--- src/design/reset_seq_defs.vh ---
// constants for the reset initialization sequencer
// Operation
// - drive lines low 512 sync periods; release soft 16 after hard
// - stop strap drive within 4 ns of hard assert; resume 1 period after
// - sampled set is three-bit boot source plus clock division bit
// - primary clock from primary input in host, bus clock in agent
// - host mode: sync period follows clock division select strap
// - DLL lock takes 7680 to 122880 bus clock cycles
// - hard and soft lines are open drain, pulled low only
`ifndef RESET_SEQ_DEFS_VH
`define RESET_SEQ_DEFS_VH
`define CLK_PERIOD_NS 10
`define REQ_IN_PERIODS 32
`define DRIVE_PERIODS 512
`define SOFT_LAG_PERIODS 16
`define STRAP_RESUME_PERIODS 1
`define DLL_MIN_CYCLES 7680
`define DLL_MAX_CYCLES 122880
`define PLL_LOCK_US 100
`define PLL_LOCK_CYCLES ((`PLL_LOCK_US * 1000) / `CLK_PERIOD_NS)
`define BOOT_W 3
`define CNT_W 18
`define ST_IDLE 3'h0
`define ST_DRIVE 3'h1
`define ST_LAG 3'h2
`define ST_PLL 3'h3
`define ST_DLL 3'h4
`define ST_RUN 3'h5
`endif

--- src/design/reset_init_sequencer.v ---
// reset initialization sequencer top
`timescale 1ns/1ns
`include "reset_seq_defs.vh"
module reset_init_sequencer #(
   parameter PLL_LOCK_CYCLES = `PLL_LOCK_CYCLES,
   parameter DLL_CYCLES = `DLL_MIN_CYCLES,
   parameter DIV_HOST0 = 0,
   parameter DIV_HOST1 = 1
) (
   input wire mclk,
   input wire sys_rst,
   input wire agentMode,
   input wire power_on_reset_in,
   input wire hard_reset_line_in,
   output wire hard_reset_line_out,
   output wire hard_reset_line_oe,
   input wire soft_reset_line_in,
   output wire soft_reset_line_out,
   output wire soft_reset_line_oe,
   input wire [`BOOT_W-1:0] bootSourceIn,
   input wire input_clock_division_select,
   output wire strapDriveEn,
   input wire pllLocked,
   output reg [`BOOT_W-1:0] bootSource_r,
   output reg clkDivSel_r,
   output reg coreReset_r,
   output reg primarySelAgent_r
);
   // ---------------------------------------------------------------
   // input synchronisers
   // ---------------------------------------------------------------
   reg [1:0] porS_r;
   reg [1:0] hardS_r;
   reg [1:0] softS_r;
   reg [1:0] pllS_r;
   reg [1:0] agS_r;
   reg [`BOOT_W:0] strapA_r, strapB_r;
   always @(posedge mclk or posedge sys_rst) begin
      if (sys_rst) begin
         porS_r <= 2'h0;
         hardS_r <= 2'h3;
         softS_r <= 2'h3;
         pllS_r <= 2'h0;
         agS_r <= 2'h0;
         strapA_r <= 4'h0;
         strapB_r <= 4'h0;
      end else begin
         porS_r <= {porS_r[0], power_on_reset_in};
         hardS_r <= {hardS_r[0], hard_reset_line_in};
         softS_r <= {softS_r[0], soft_reset_line_in};
         pllS_r <= {pllS_r[0], pllLocked};
         agS_r <= {agS_r[0], agentMode};
         strapA_r <= {input_clock_division_select, bootSourceIn};
         strapB_r <= strapA_r;
      end
   end
   wire por = porS_r[1];
   wire hardLow = ~hardS_r[1];
   wire softLow = ~softS_r[1];
   // ---------------------------------------------------------------
   // bus sync period
   // ---------------------------------------------------------------
   wire tick;
   reg [3:0] divide;
   // division from strap in host mode
   always @* begin
      if (primarySelAgent_r)
         divide = 4'h0;
      else if (clkDivSel_r)
         divide = DIV_HOST1[3:0];
      else
         divide = DIV_HOST0[3:0];
   end
   sync_tick #(.DIV_W(4)) u_tick (
      .mclk(mclk),
      .sys_rst(sys_rst),
      .divide(divide),
      .tick(tick)
   );
   // ---------------------------------------------------------------
   // sequencer
   // ---------------------------------------------------------------
   reg [2:0] state_r, state_nxt;
   reg [`CNT_W-1:0] cnt_r, cnt_nxt;
   reg [5:0] inCnt_r, inCnt_nxt;
   reg porSeen_r;
   reg strapEn_r, strapEn_nxt;
   reg [`CNT_W-1:0] pllCnt_r;
   wire extReq = (hardLow | softLow) & ~hard_reset_line_oe;
   wire driving = (state_r == `ST_DRIVE) | (state_r == `ST_LAG);
   // true once a full count of sync periods has gone by; the first
   // tick may land at once, so one extra tick is always waited for
   function periodsDone;
      input [`CNT_W-1:0] count;
      input [31:0] limit;
      begin
         periodsDone = (count >= limit);
      end
   endfunction
   // ---------------------------------------------------------------
   // line and strap drive
   // ---------------------------------------------------------------
   // open drain: only low is driven
   assign hard_reset_line_out = 1'b0;
   assign soft_reset_line_out = 1'b0;
   assign hard_reset_line_oe = (state_r == `ST_DRIVE);
   assign soft_reset_line_oe = driving;
   // straps released same cycle as hard line asserts
   assign strapDriveEn = strapEn_r & ~hard_reset_line_oe & ~por;
   always @* begin
      state_nxt = state_r;
      cnt_nxt = cnt_r;
      inCnt_nxt = inCnt_r;
      strapEn_nxt = strapEn_r;
      // external request qualified by 32 sync periods
      if (state_r == `ST_RUN && extReq) begin
         if (tick && inCnt_r < `REQ_IN_PERIODS)
            inCnt_nxt = inCnt_r + 6'h1;
      end else begin
         inCnt_nxt = 6'h0;
      end
      case (state_r)
         `ST_IDLE: begin
            strapEn_nxt = 1'b0;
            if (porSeen_r && !por) begin
               state_nxt = `ST_DRIVE;
               cnt_nxt = {`CNT_W{1'b0}};
            end
         end
         `ST_DRIVE: begin
            strapEn_nxt = 1'b0;
            if (tick) begin
               if (periodsDone(cnt_r, `DRIVE_PERIODS)) begin
                  state_nxt = `ST_LAG;
                  cnt_nxt = {`CNT_W{1'b0}};
               end else begin
                  cnt_nxt = cnt_r + 1'b1;
               end
            end
         end
         // soft line released 16 periods later
         `ST_LAG: begin
            if (tick) begin
               // strap drive resumes after one period
               if (periodsDone(cnt_r, `STRAP_RESUME_PERIODS))
                  strapEn_nxt = 1'b1;
               if (periodsDone(cnt_r, `SOFT_LAG_PERIODS)) begin
                  state_nxt = `ST_PLL;
                  cnt_nxt = {`CNT_W{1'b0}};
               end else begin
                  cnt_nxt = cnt_r + 1'b1;
               end
            end
         end
         // wait PLL lock or time limit
         // a dead pll must not hang the boot, hence the time limit
         `ST_PLL: begin
            if (pllS_r[1] || pllCnt_r >= PLL_LOCK_CYCLES - 1) begin
               state_nxt = `ST_DLL;
               cnt_nxt = {`CNT_W{1'b0}};
            end
         end
         // DLL lock count in bus clock cycles
         `ST_DLL: begin
            if (cnt_r >= DLL_CYCLES - 1)
               state_nxt = `ST_RUN;
            else
               cnt_nxt = cnt_r + 1'b1;
         end
         `ST_RUN: begin
            if (inCnt_r >= `REQ_IN_PERIODS) begin
               state_nxt = `ST_DRIVE;
               cnt_nxt = {`CNT_W{1'b0}};
            end
         end
         default: state_nxt = `ST_IDLE;
      endcase
      // power-on reset restarts everything
      if (por) begin
         state_nxt = `ST_IDLE;
         strapEn_nxt = 1'b0;
      end
   end
   // ---------------------------------------------------------------
   // state registers
   // ---------------------------------------------------------------
   always @(posedge mclk or posedge sys_rst) begin
      if (sys_rst) begin
         state_r <= `ST_IDLE;
         cnt_r <= {`CNT_W{1'b0}};
         inCnt_r <= 6'h0;
         strapEn_r <= 1'b0;
         porSeen_r <= 1'b0;
         pllCnt_r <= {`CNT_W{1'b0}};
         bootSource_r <= {`BOOT_W{1'b0}};
         clkDivSel_r <= 1'b0;
         primarySelAgent_r <= 1'b0;
         coreReset_r <= 1'b1;
      end else begin
         state_r <= state_nxt;
         cnt_r <= cnt_nxt;
         inCnt_r <= inCnt_nxt;
         strapEn_r <= strapEn_nxt;
         if (por)
            porSeen_r <= 1'b1;
         if (state_r == `ST_PLL)
            pllCnt_r <= pllCnt_r + 1'b1;
         else
            pllCnt_r <= {`CNT_W{1'b0}};
         // straps latched while power-on reset is held
         // boot source, clock division and agent mode
         if (por) begin
            bootSource_r <= strapB_r[`BOOT_W-1:0];
            clkDivSel_r <= strapB_r[`BOOT_W];
            primarySelAgent_r <= agS_r[1];
         end
         coreReset_r <= (state_nxt != `ST_RUN);
      end
   end
   // short power-on pulses rely on the supervisor holding 32
endmodule

--- src/design/sync_tick.v ---
// bus sync period tick generator
`timescale 1ns/1ns
`include "reset_seq_defs.vh"
module sync_tick #(
   parameter DIV_W = 4
) (
   input wire mclk,
   input wire sys_rst,
   input wire [DIV_W-1:0] divide,
   output reg tick
);
   reg [DIV_W-1:0] cnt_r;
   always @(posedge mclk or posedge sys_rst) begin
      if (sys_rst) begin
         cnt_r <= {DIV_W{1'b0}};
         tick <= 1'b0;
      end else if (cnt_r >= divide) begin
         cnt_r <= {DIV_W{1'b0}};
         tick <= 1'b1;
      end else begin
         cnt_r <= cnt_r + 1'b1;
         tick <= 1'b0;
      end
   end
endmodule

--- config.mk ---
export PLATFORM = sky130hd
export DESIGN_NAME = reset_init_sequencer
export DESIGN_NICKNAME = d
export VERILOG_FILES = /design/src/design/reset_init_sequencer.v /design/src/design/sync_tick.v
export VERILOG_INCLUDE_DIRS = /design/src /design/src/design
export SDC_FILE = /design/constraint.sdc
export NUM_CORES = 1
export LEC_CHECK = 0
export ABC_CLOCK_PERIOD_IN_PS = 6700
export BUFFER_PORTS_ARGS = -buffer_cell sky130_fd_sc_hd__buf_2
export CORE_UTILIZATION = 50
export DETAILED_ROUTE_END_ITERATION = 8
export PLACE_DENSITY = 0.68
export SLEW_MARGIN = 15
export SYNTH_ARGS = -nofsm -noshare
export SYNTH_HDL_FRONTEND = slang
export SYNTH_SLANG_ARGS = --single-unit
--- constraint.sdc ---
create_clock -name mclk -period 6.7 [get_ports mclk]
set_input_delay 1.005 -clock mclk [delete_from_list [all_inputs] [get_ports mclk]]
set_output_delay 1.005 -clock mclk [all_outputs]
set_load 0.01 [all_outputs]
# Yosys cells after proc, flatten, opt, wreduce, memory -nomap -nowiden

Cells that the tools add are included.

Bits in registers: 76
Bits of input ports: 11
Output and inout port bits: 11
Logic and storage cells: 96

Add/sub/neg operators: 4
Magnitude comparators: 8
Equal/unequal tests: 15
Muxes and demuxes: 30
Bitwise operators: 9
Reduce and logical (&&, ||, !) cells: 11

Operators by type and width:

| kind                  | count |
|---|---|
| $mux 18               | 9 |
| $pmux 18 s6           | 1 |
| $add 18x1->18 const B | 2 |
| $mux 3                | 9 |
| $ge 18x1->1 const B   | 1 |
| $ge 18x10->1 const B  | 1 |
| $ge 18x13->1 const B  | 1 |
| $ge 18x14->1 const B  | 1 |
| $ge 18x5->1 const B   | 1 |
| $pmux 3 s6            | 1 |
| $mux 6                | 2 |
| $ne 2x1->1 const B    | 4 |
| $reduce_and 7->1      | 1 |
| $add 6x1->6 const B   | 1 |
| $eq 3x2->1 const B    | 2 |
| $eq 3x3->1 const B    | 2 |
| $ge 6x6->1 const B    | 1 |
| $lt 6x6->1 const B    | 1 |
| $mux 1                | 6 |
| $ne 2x2->1 const B    | 3 |
| $ne 3x2->1 const B    | 2 |
| $reduce_bool 6->1     | 1 |
| $add 4x1->4 const B   | 1 |
| $ge 4x1->1            | 1 |
| 14 further kinds      | 22 |

# Longest topological paths before layout

Gate-level depths: netlist (run 1).

Word-level depth: 6
Mapped depth: 7
Mapped depth without buffers: 6

# Modules after synthesis

From an unflattened synthesis (run 1), not the netlist that was laid out.

Cell total of the unflattened synthesis: 341
Area, all modules: 3552.2 µm²

By module, submodules not included:

| module               | instances | cells an instance | area each (µm²) | sequential area each (µm²) |
|---|---|---|---|---|
| reset_init_sequencer | 1         | 312               | 3239.4          | 1783.0 |
| sync_tick            | 1         | 29                | 312.8           | 125.1 |

# Least setup slack after synthesis (run 1)

OpenSTA, ideal clock, no wires.

Path kind: register -> register
From: reg cnt_r[17]
To: reg cnt_r[10]
Setup time: 81 ps
Data arrival time: 2355 ps
Required time: 6619 ps
Slack: 4264 ps
Stages on the path, launching flop included: 7
Buffers on the path: 1
Period minus slack after synthesis: 2436 ps
Cell sequence: dfrtp_1 > or4_4 > or3_4 > o31ai_4 > or4b_4 > buf_6 > o22ai_2

Longest elaborated chain between the ends: 4
Elaborated cells between the ends (all ways): 10
Classes of those cells: 3 x order compare; 1 x eq/ne; 5 x mux; 1 x reduce/logical

RTL lines:

| item                                        | line                                                   | text |
|---|---|---|
| start: declaration                          | reset_init_sequencer.v:84                              | `` reg [`CNT_W-1:0] cnt_r, cnt_nxt; `` |
| start signal: assignment                    | reset_init_sequencer.v:190                             | `` cnt_r <= {`CNT_W{1'b0}}; `` |
| start signal: assignment                    | reset_init_sequencer.v:201                             | `cnt_r <= cnt_nxt;` |
| $ge 18x5->1 or $ge 18x10->1 (tied branches) | reset_init_sequencer.v:97                              | `periodsDone = (count >= limit);` |
| $mux 18, on equally long branches           | reset_init_sequencer.v:147, reset_init_sequencer.v:133 |  |
| $mux 18, on equally long branches           | reset_init_sequencer.v:143, reset_init_sequencer.v:132 |  |
| $pmux 18 s6                                 | reset_init_sequencer.v:122                             | `case (state_r)` |

Parallel ways exist; a longest one is shown, timed or not. The select of a mux whose other input is x is not followed.
A chain may end at the register's enable or synchronous reset.

# Worst setup path after layout (run 1)

From: reg cnt_r[0]
To: reg cnt_r[1]

Longest elaborated chain between the ends: 4
Elaborated cells between the ends (all ways): 12
Classes of those cells: 1 x add/sub; 3 x order compare; 1 x eq/ne; 6 x mux; 1 x reduce/logical

RTL lines:

| item                                  | line |
|---|---|
| $add 18x1->18 (tied with other cells) | reset_init_sequencer.v:137, reset_init_sequencer.v:151, reset_init_sequencer.v:168 |
| $mux 18, on equally long branches     | reset_init_sequencer.v:147, reset_init_sequencer.v:133 |
| $mux 18, on equally long branches     | reset_init_sequencer.v:143, reset_init_sequencer.v:132 |
| $pmux 18 s6                           | reset_init_sequencer.v:122 |

Parallel ways exist; a longest one is shown, timed or not. The select of a mux whose other input is x is not followed.

==> results.json, run 1 <==
{
  "status": "completed",
  "htreeDepth": 3,
  "grt_pass1_vias": 2493,
  "synth_ff_type": "dfrtp_1",
  "drt_iter0_markers": 170,
  "cts-root-buf": "clkbuf_8",
  "vias": 2608,
  "dp_slack_ns": 3.82,
  "wl_per_cell_um": 14.1,
  "antenna_cells": 0,
  "die_h_um": 87.3,
  "clockBufferDepth": 2,
  "dieArea_sq_um": 7630,
  "worst_path_largest_cell_delay_ns": 0.94,
  "synth_area_leaders": "dfrtp_1, dfstp_2, o22ai_2, nand3_1, ha_1",
  "worst_slew_pin_slew_ns": 1.14,
  "power_frac_clock": 0.397,
  "core_sq_um": 6910,
  "reg2reg_setup_slack_ns": 3.71,
  "grt_antenna_before_repair": 0,
  "power_mw": 0.882,
  "ant_nets": 0,
  "synth_top_area_frac": 0.488,
  "hold_depth": 0,
  "io_buffers": 19,
  "fin_setup_tns_ns": 0,
  "worstHoldStart": "strapA_r[0]$_DFF_PP0_",
  "syn_to_final_growth_pct": 10.6,
  "clkLatencyLatePin_ns": 0.34,
  "synth_edf_count": 0,
  "fin_ws_ns": 3.71,
  "slew_viol_final": 0,
  "cts_hold_buf": 0,
  "syn_area_sq_um": 3640,
  "r2r_start": "cnt_r[0]$_DFFE_PP0P_",
  "p_per_area_nw_per_um2": 219,
  "numCtsBuffers": 9,
  "grt_max_degree": 77,
  "vias_per_cell": 5.51,
  "finalHoldViolations": 0,
  "die_w_um": 87.3,
  "cp_slowest_cell": "a221oi_1",
  "cts.clk_slew.worst_paths_ns": 0.08,
  "grt_use_total": 0.201,
  "synth-seq-cells": 76,
  "gp_congestion": 0.849,
  "seqPwrFrac": 0.541,
  "maxCapViolCount": 0,
  "final_util": 0.583,
  "yosys.cell_count.top_type": "dfrtp_1",
  "finalSetupViolations": 0,
  "fillCellCount": 622,
  "hp-class": "flip-flop to flip-flop",
  "ys_seq_area_frac": 0.524,
  "cts.sinks": 76,
  "cellLeakagePower_nw": 1.63,
  "synth_cells": 349,
  "p_switching_mw": 0.217,
  "worstRegToRegCells": 7,
  "min_period_ns": 2.99,
  "crit_chain": "ha_1 > nand4_1 > or2_2 > a221oi_1 > buf_4 > or3_1 > mux2i_1",
  "r2r-end": "cnt_r[1]$_DFFE_PP0P_",
  "period_share": 0.447,
  "yosys.cell_types.count": 53,
  "finClkSkew_ns": 0.0106,
  "hold_end": "strapB_r[0]$_DFF_PP0_",
  "cts_tree": "done",
  "yosysTopAreaCell": "dfrtp_1",
  "async_flop_share": 1.00,
  "netSwitchingFraction": 0.246,
  "critical_path_class": "flip-flop to flip-flop",
  "fmax_mhz": 334,
  "hold_slack_ns": 0.352,
  "start_kind": "flip-flop",
  "wirelength_um": 6670,
  "cp_max_fo": 12,
  "nets": 392,
  "dp_hpwl_um": 4460,
  "initial_utilization": 0.527,
  "synthTopCellsByCount": "dfrtp_1, nor2_1, inv_1",
  "vdd_drop_max_mv": 0.143,
  "arrival_ns": 3.26,
  "drc": 0,
  "worstPathRequired_ns": 6.97,
  "maxSlewHeadroom": 0.239,
  "combinationalPowerShare": 0.063,
  "syn_area_per_cell_sq_um": 10.4,
  "yosys_warnings": 0,
  "rsz0062_at_grt": "no",
  "grt_pass1_wl_um": 11900,
  "row_count": 30,
  "drive_above_1_share": 0.178,
  "cts_setup_buffers": 0,
  "endpoint_kind": "flip-flop",
  "overflow": 0,
  "ios": 22,
  "power.internal_mw": 0.665,
  "postCtsResizedCells": 0,
  "first_pass_iters": 4
}
==> critical path: cells and delay by family, from the launching register on <==
family                   cells  cell delay, ns
multiplexers                 1            0.21
buffers and inverters        1            0.33
AO/OA/AOI/OAI                1            0.94
AND/OR/NAND/NOR              3            0.75
flip-flops                   1            0.45
adder cells (fa/ha/maj)      1            0.25
==> sequential cells by signal, summed over array words and instances (netlist names) <==
name               cells
cnt_r                 18
pllCnt_r              18
inCnt_r                6
strapA_r               4
strapB_r               4
u_tick.cnt_r           4
bootSource_r           3
state_r                3
agS_r                  2
hardS_r                2
pllS_r                 2
porS_r                 2
softS_r                2
clkDivSel_r            1
coreReset_r            1
porSeen_r              1
primarySelAgent_r      1
strapEn_r              1
u_tick.tick            1
==> per-layer routing <==
metal / up-vias / share of wire / GRT usage
met1: 1272 / 0.51 / 0.297
li1: 1284 / - / -
met2: 48 / 0.45 / 0.293
met4: 0 / 0.0045 / 0.0417
met5: - / 0 / 0
met3: 4 / 0.041 / 0.0569
==> cell type report <==
class	count	area, sq um	share of cell area
Tap cell	96	120	0.0298
Clock inverter	7	76.3	0.0189
Sequential cell	76	1910	0.474
Clock buffer	9	124	0.0308
Multi-Input combinational cell	236	1580	0.391
Timing Repair Buffer	23	125	0.0311
Inverter	26	97.6	0.0242
==> power by group through the flow <==
| stage | registers [mW] | clock network, mW | logic (mW) |
|---|---|---|---|
| after floorplan | 0.485 | 0 | 0.0401 |
| after global placement | 0.486 | 0 | 0.0552 |
| after detailed placement | 0.486 | 0 | 0.0558 |
| after CTS | 0.477 | 0.362 | 0.0560 |
| after global routing | 0.479 | 0.381 | 0.0623 |
| final | 0.477 | 0.350 | 0.0552 |
==> per-stage QoR <==
stage	cell area, sq um	std cells
CTS	4030	473
global placement	3830	457
global route	4030	473
finish	4030	473
detailed placement	3830	457
floorplan	3650	351
==> layout by cell type (no fill, tap or decap), types with 8 or more instances in the layout <==
cell,Yosys,final
dfrtp_1,71,71
nor2_1,30,30
inv_1,26,25
nand2_1,24,24
nand3_1,23,23
buf_2,2,19
nor3_1,12,12
xnor2_1,11,11
a2111oi_0,11,11
o22ai_2,10,10
nand4_1,9,9
ha_1,9,9
clkbuf_8,0,9
a21oi_1,8,8
nor4_1,8,8
==> logic make-up (layout without fill, tap and decap cells) <==
group / after synthesis / in the layout / synth area share
other: 1 / 3 / 0.00103
muxes: 6 / 6 / 0.0182
and+or+nand+nor: 144 / 144 / 0.207
buffers and inverters: 39 / 65 / 0.0450
AOI/OAI and AO/OA: 57 / 57 / 0.133
DFF: 76 / 76 / 0.524
adders and majority gates: 9 / 9 / 0.0309
xor gates and xnor gates: 17 / 17 / 0.0409
==> worst max-delay path by stage <==
stage,from,cells after the start,to,slack [ns]
final,cnt_r[0]$_DFFE_PP0P_,7,cnt_r[1]$_DFFE_PP0P_,3.71
after global placement,cnt_r[10]$_DFFE_PP0P_,5,cnt_r[0]$_DFFE_PP0P_,3.85
after detailed placement,cnt_r[10]$_DFFE_PP0P_,5,cnt_r[12]$_DFFE_PP0P_,3.82
after global routing,cnt_r[0]$_DFFE_PP0P_,7,cnt_r[1]$_DFFE_PP0P_,3.56
after CTS,cnt_r[10]$_DFFE_PP0P_,5,cnt_r[0]$_DFFE_PP0P_,3.79
after floorplan,sys_rst,1,agS_r[0]$_DFF_PP0_,3.76
Note: power is estimated with default switching activity, not from simulation.
==> inputs of run 2 (changes only) <==
--- a/config.mk
+++ b/config.mk
@@ -6,11 +6,12 @@
 export SDC_FILE = /design/constraint.sdc
 export NUM_CORES = 1
 export LEC_CHECK = 0
-export ABC_CLOCK_PERIOD_IN_PS = 6700
+export ABC_AREA = 1
+export ABC_CLOCK_PERIOD_IN_PS = 3040
 export BUFFER_PORTS_ARGS = -buffer_cell sky130_fd_sc_hd__buf_2
 export CORE_UTILIZATION = 50
 export DETAILED_ROUTE_END_ITERATION = 8
-export PLACE_DENSITY = 0.68
+export PLACE_DENSITY = 0.67
 export SLEW_MARGIN = 15
 export SYNTH_ARGS = -nofsm -noshare
 export SYNTH_HDL_FRONTEND = slang
==> constraint.sdc (replaced) <==
create_clock -name mclk -period 3.04 [get_ports mclk]
set_input_delay 0.456 -clock mclk [delete_from_list [all_inputs] [get_ports mclk]]
set_output_delay 0.456 -clock mclk [all_outputs]
set_load 0.01 [all_outputs]
==> run 2 against run 1 <==
  * Critical path depth fell by 2
  * Routed wire length rose by 14%
  * Flip-flop and latch count did not move
  * Clock skew rose by 0.0065 ns
  * Highest routed layer unchanged
  * Sequential power rose by 120%
  * Critical path type is now flip-flop to output pin
==> results.json, run 2 <==
{
  "largestRegisters": "cnt_r: 18 flops, pllCnt_r: 18 flops, inCnt_r: 6 flops",
  "worst_slew_pin_slew_ns": 0.818,
  "combinationalPowerShare": 0.064,
  "hold_slack_ns": 0.205,
  "syn_area_sq_um": 3820,
  "vdd_drop_max_mv": 0.390,
  "antenna_cells": 0,
  "period_share": 0.717,
  "synth_cells": 484,
  "numCtsBuffers": 9,
  "row_count": 31,
  "synth_ff_type": "dfrtp_1",
  "cp.depth": 5,
  "grtUsageMet2": 0.329,
  "wirelength_um": 7600,
  "cts_setup_buffers": 0,
  "power_mw": 1.96,
  "yosys_warnings": 0,
  "hold_depth": 1,
  "cp_slowest_cell": "dfrtp_1",
  "worst_path_dominant_cell_family": "buffers and inverters",
  "finClkSkew_ns": 0.0170,
  "worstPathRequired_ns": 2.58,
  "dp_hpwl_um": 5390,
  "cellLeakagePower_nw": 2.09,
  "globalRouteMet1Util": 0.280,
  "ant_nets": 0,
  "syn_to_final_growth_pct": 10.8,
  "io_buffers": 19,
  "maxCapViolCount": 0,
  "cts.sinks": 76,
  "finalHoldViolations": 0,
  "fmax_mhz": 459,
  "gp_congestion": 0.883,
  "cts.clk_slew.worst_paths_ns": 0.08,
  "finalSetupViolations": 0,
  "min_period_ns": 2.18,
  "overflow": 0,
  "yosysTopAreaCell": "dfrtp_1",
  "grt_antenna_before_repair": 0,
  "die_h_um": 89.5,
  "ys_seq_area_frac": 0.499,
  "seqPwrFrac": 0.539,
  "first_pass_iters": 5,
  "clockBufferDepth": 2,
  "start_kind": "flip-flop",
  "synth_edf_count": 0,
  "async_flop_share": 1.00,
  "maxSlewHeadroom": 0.454,
  "nets": 531,
  "worst_path_largest_cell_delay_ns": 0.45,
  "clkLatencyLatePin_ns": 0.35,
  "power_frac_clock": 0.397,
  "fin_setup_tns_ns": 0,
  "synth_top_area_frac": 0.465,
  "mostFrequentLayoutCell": "nand2_1",
  "core_sq_um": 7330,
  "synthTopCellsByCount": "nand2_1, dfrtp_1, nor2_1",
  "grt_use_total": 0.208,
  "netSwitchingFraction": 0.254,
  "grt_pass1_wl_um": 12400,
  "postCtsResizedCells": 0,
  "ios": 22,
  "cts-root-buf": "clkbuf_8",
  "initial_utilization": 0.522,
  "drive_above_1_share": 0.143,
  "rsz0062_at_grt": "no",
  "synth-seq-cells": 76,
  "die_w_um": 89.5,
  "yosys.cell_types.count": 35,
  "synth_area_leaders": "dfrtp_1, nand2_1, nand3_1, nor2_1, inv_1",
  "cp_max_fo": 10,
  "yosys.cell_count.top_type": "nand2_1",
  "vias_per_cell": 5.06,
  "cts_hold_buf": 0,
  "power.internal_mw": 1.46,
  "worstRegToRegCells": 9,
  "drt_iter0_markers": 161,
  "final_cell_mix": "nand2_1, dfrtp_1, nor2_1",
  "path_buf_inv": 3,
  "use_met3": 0.0489,
  "grt_busiest_layer": "met2",
  "cts_tree": "done",
  "wl_per_cell_um": 12.4,
  "htreeDepth": 3,
  "grt_max_degree": 40,
  "endpoint_kind": "output pin",
  "critical_path_class": "flip-flop to output pin",
  "vias": 3112,
  "arrival_ns": 1.72,
  "dieArea_sq_um": 8000,
  "status": "completed",
  "slew_viol_final": 0,
  "drc": 0,
  "crit_chain": "inv_2 > nand2_2 > nor2_2 > buf_4 > buf_2",
  "p_switching_mw": 0.498,
  "syn_area_per_cell_sq_um": 7.90,
  "hp-class": "primary input to flip-flop",
  "p_per_area_nw_per_um2": 462,
  "grt_pass1_vias": 2800
}
-- run 2: changes by cell type after synthesis, sizes merged, moves of 11 or more --
cell     change
o21ai       +15
a2111oi     -11
nand3       +31
inv         +34
o22ai       -11
nand2      +110
nor2        +31
-- run 2: path summary, 6_finish.rpt --
path | start | to | slack (ns)
max | state_r[1]$_DFF_PP0_ | hard_reset_line_oe | 0.86
min | soft_reset_line_in | softS_r[0]$_DFF_PP1_ | 0.21
max reg2reg | state_r[2]$_DFF_PP0_ | cnt_r[8]$_DFFE_PP0P_ | 1.15
min reg2reg | strapA_r[1]$_DFF_PP0_ | strapB_r[1]$_DFF_PP0_ | 0.35
max in group asynchronous | sys_rst | softS_r[0]$_DFF_PP1_ | 2.04
min in group asynchronous | sys_rst | cnt_r[7]$_DFFE_PP0P_ | 0.26
-- run 2: cell families after synthesis --
group	Yosys count	synth area share
flops	76	0.499
compound gates	46	0.0661
other cells	1	0.000981
simple gates	276	0.315
xor+xnor	7	0.0160
buf+inv	69	0.0730
fa+ha+maj	9	0.0295
-- run 2: layout make-up --
class	count	area (sq um)
clock buffer	9	124
fill	656	3090
timing repair buffer	23	138
tap	99	124
sequential	76	1910
clock inverter	7	75.1
multi-input combinational	341	1640
inverter	60	225
-- run 2: power by group through the flow --
stage	registers (mW)	logic (mW)	clock network [mW]
floorplan	1.07	0.0876	0
global placement	1.07	0.123	0
detailed placement	1.07	0.126	0
CTS	1.05	0.127	0.796
global route	1.06	0.143	0.841
finish	1.05	0.125	0.778
-- run 2: routing by layer --
metal  up-vias  routed length, um
li1       1597                  -
met1      1409               3660
met2        91               3450
met3        15                349
met4         0                142
met5         -                  0
-- run 2: stage by stage --
| stage | utilization | worst slack (ns) | std cells | area, sq um |
|---|---|---|---|---|
| 6_report | 0.578 | 0.861 | 615 | 4240 |
| 3_3_place_gp | 0.551 | 1.26 | 599 | 4040 |
| 4_1_cts | 0.578 | 0.854 | 615 | 4240 |
| 3_5_place_dp | 0.551 | 1.15 | 599 | 4040 |
| 2_1_floorplan | - | 0.654 | 486 | 3830 |
| 5_1_grt | 0.578 | 0.767 | 615 | 4240 |
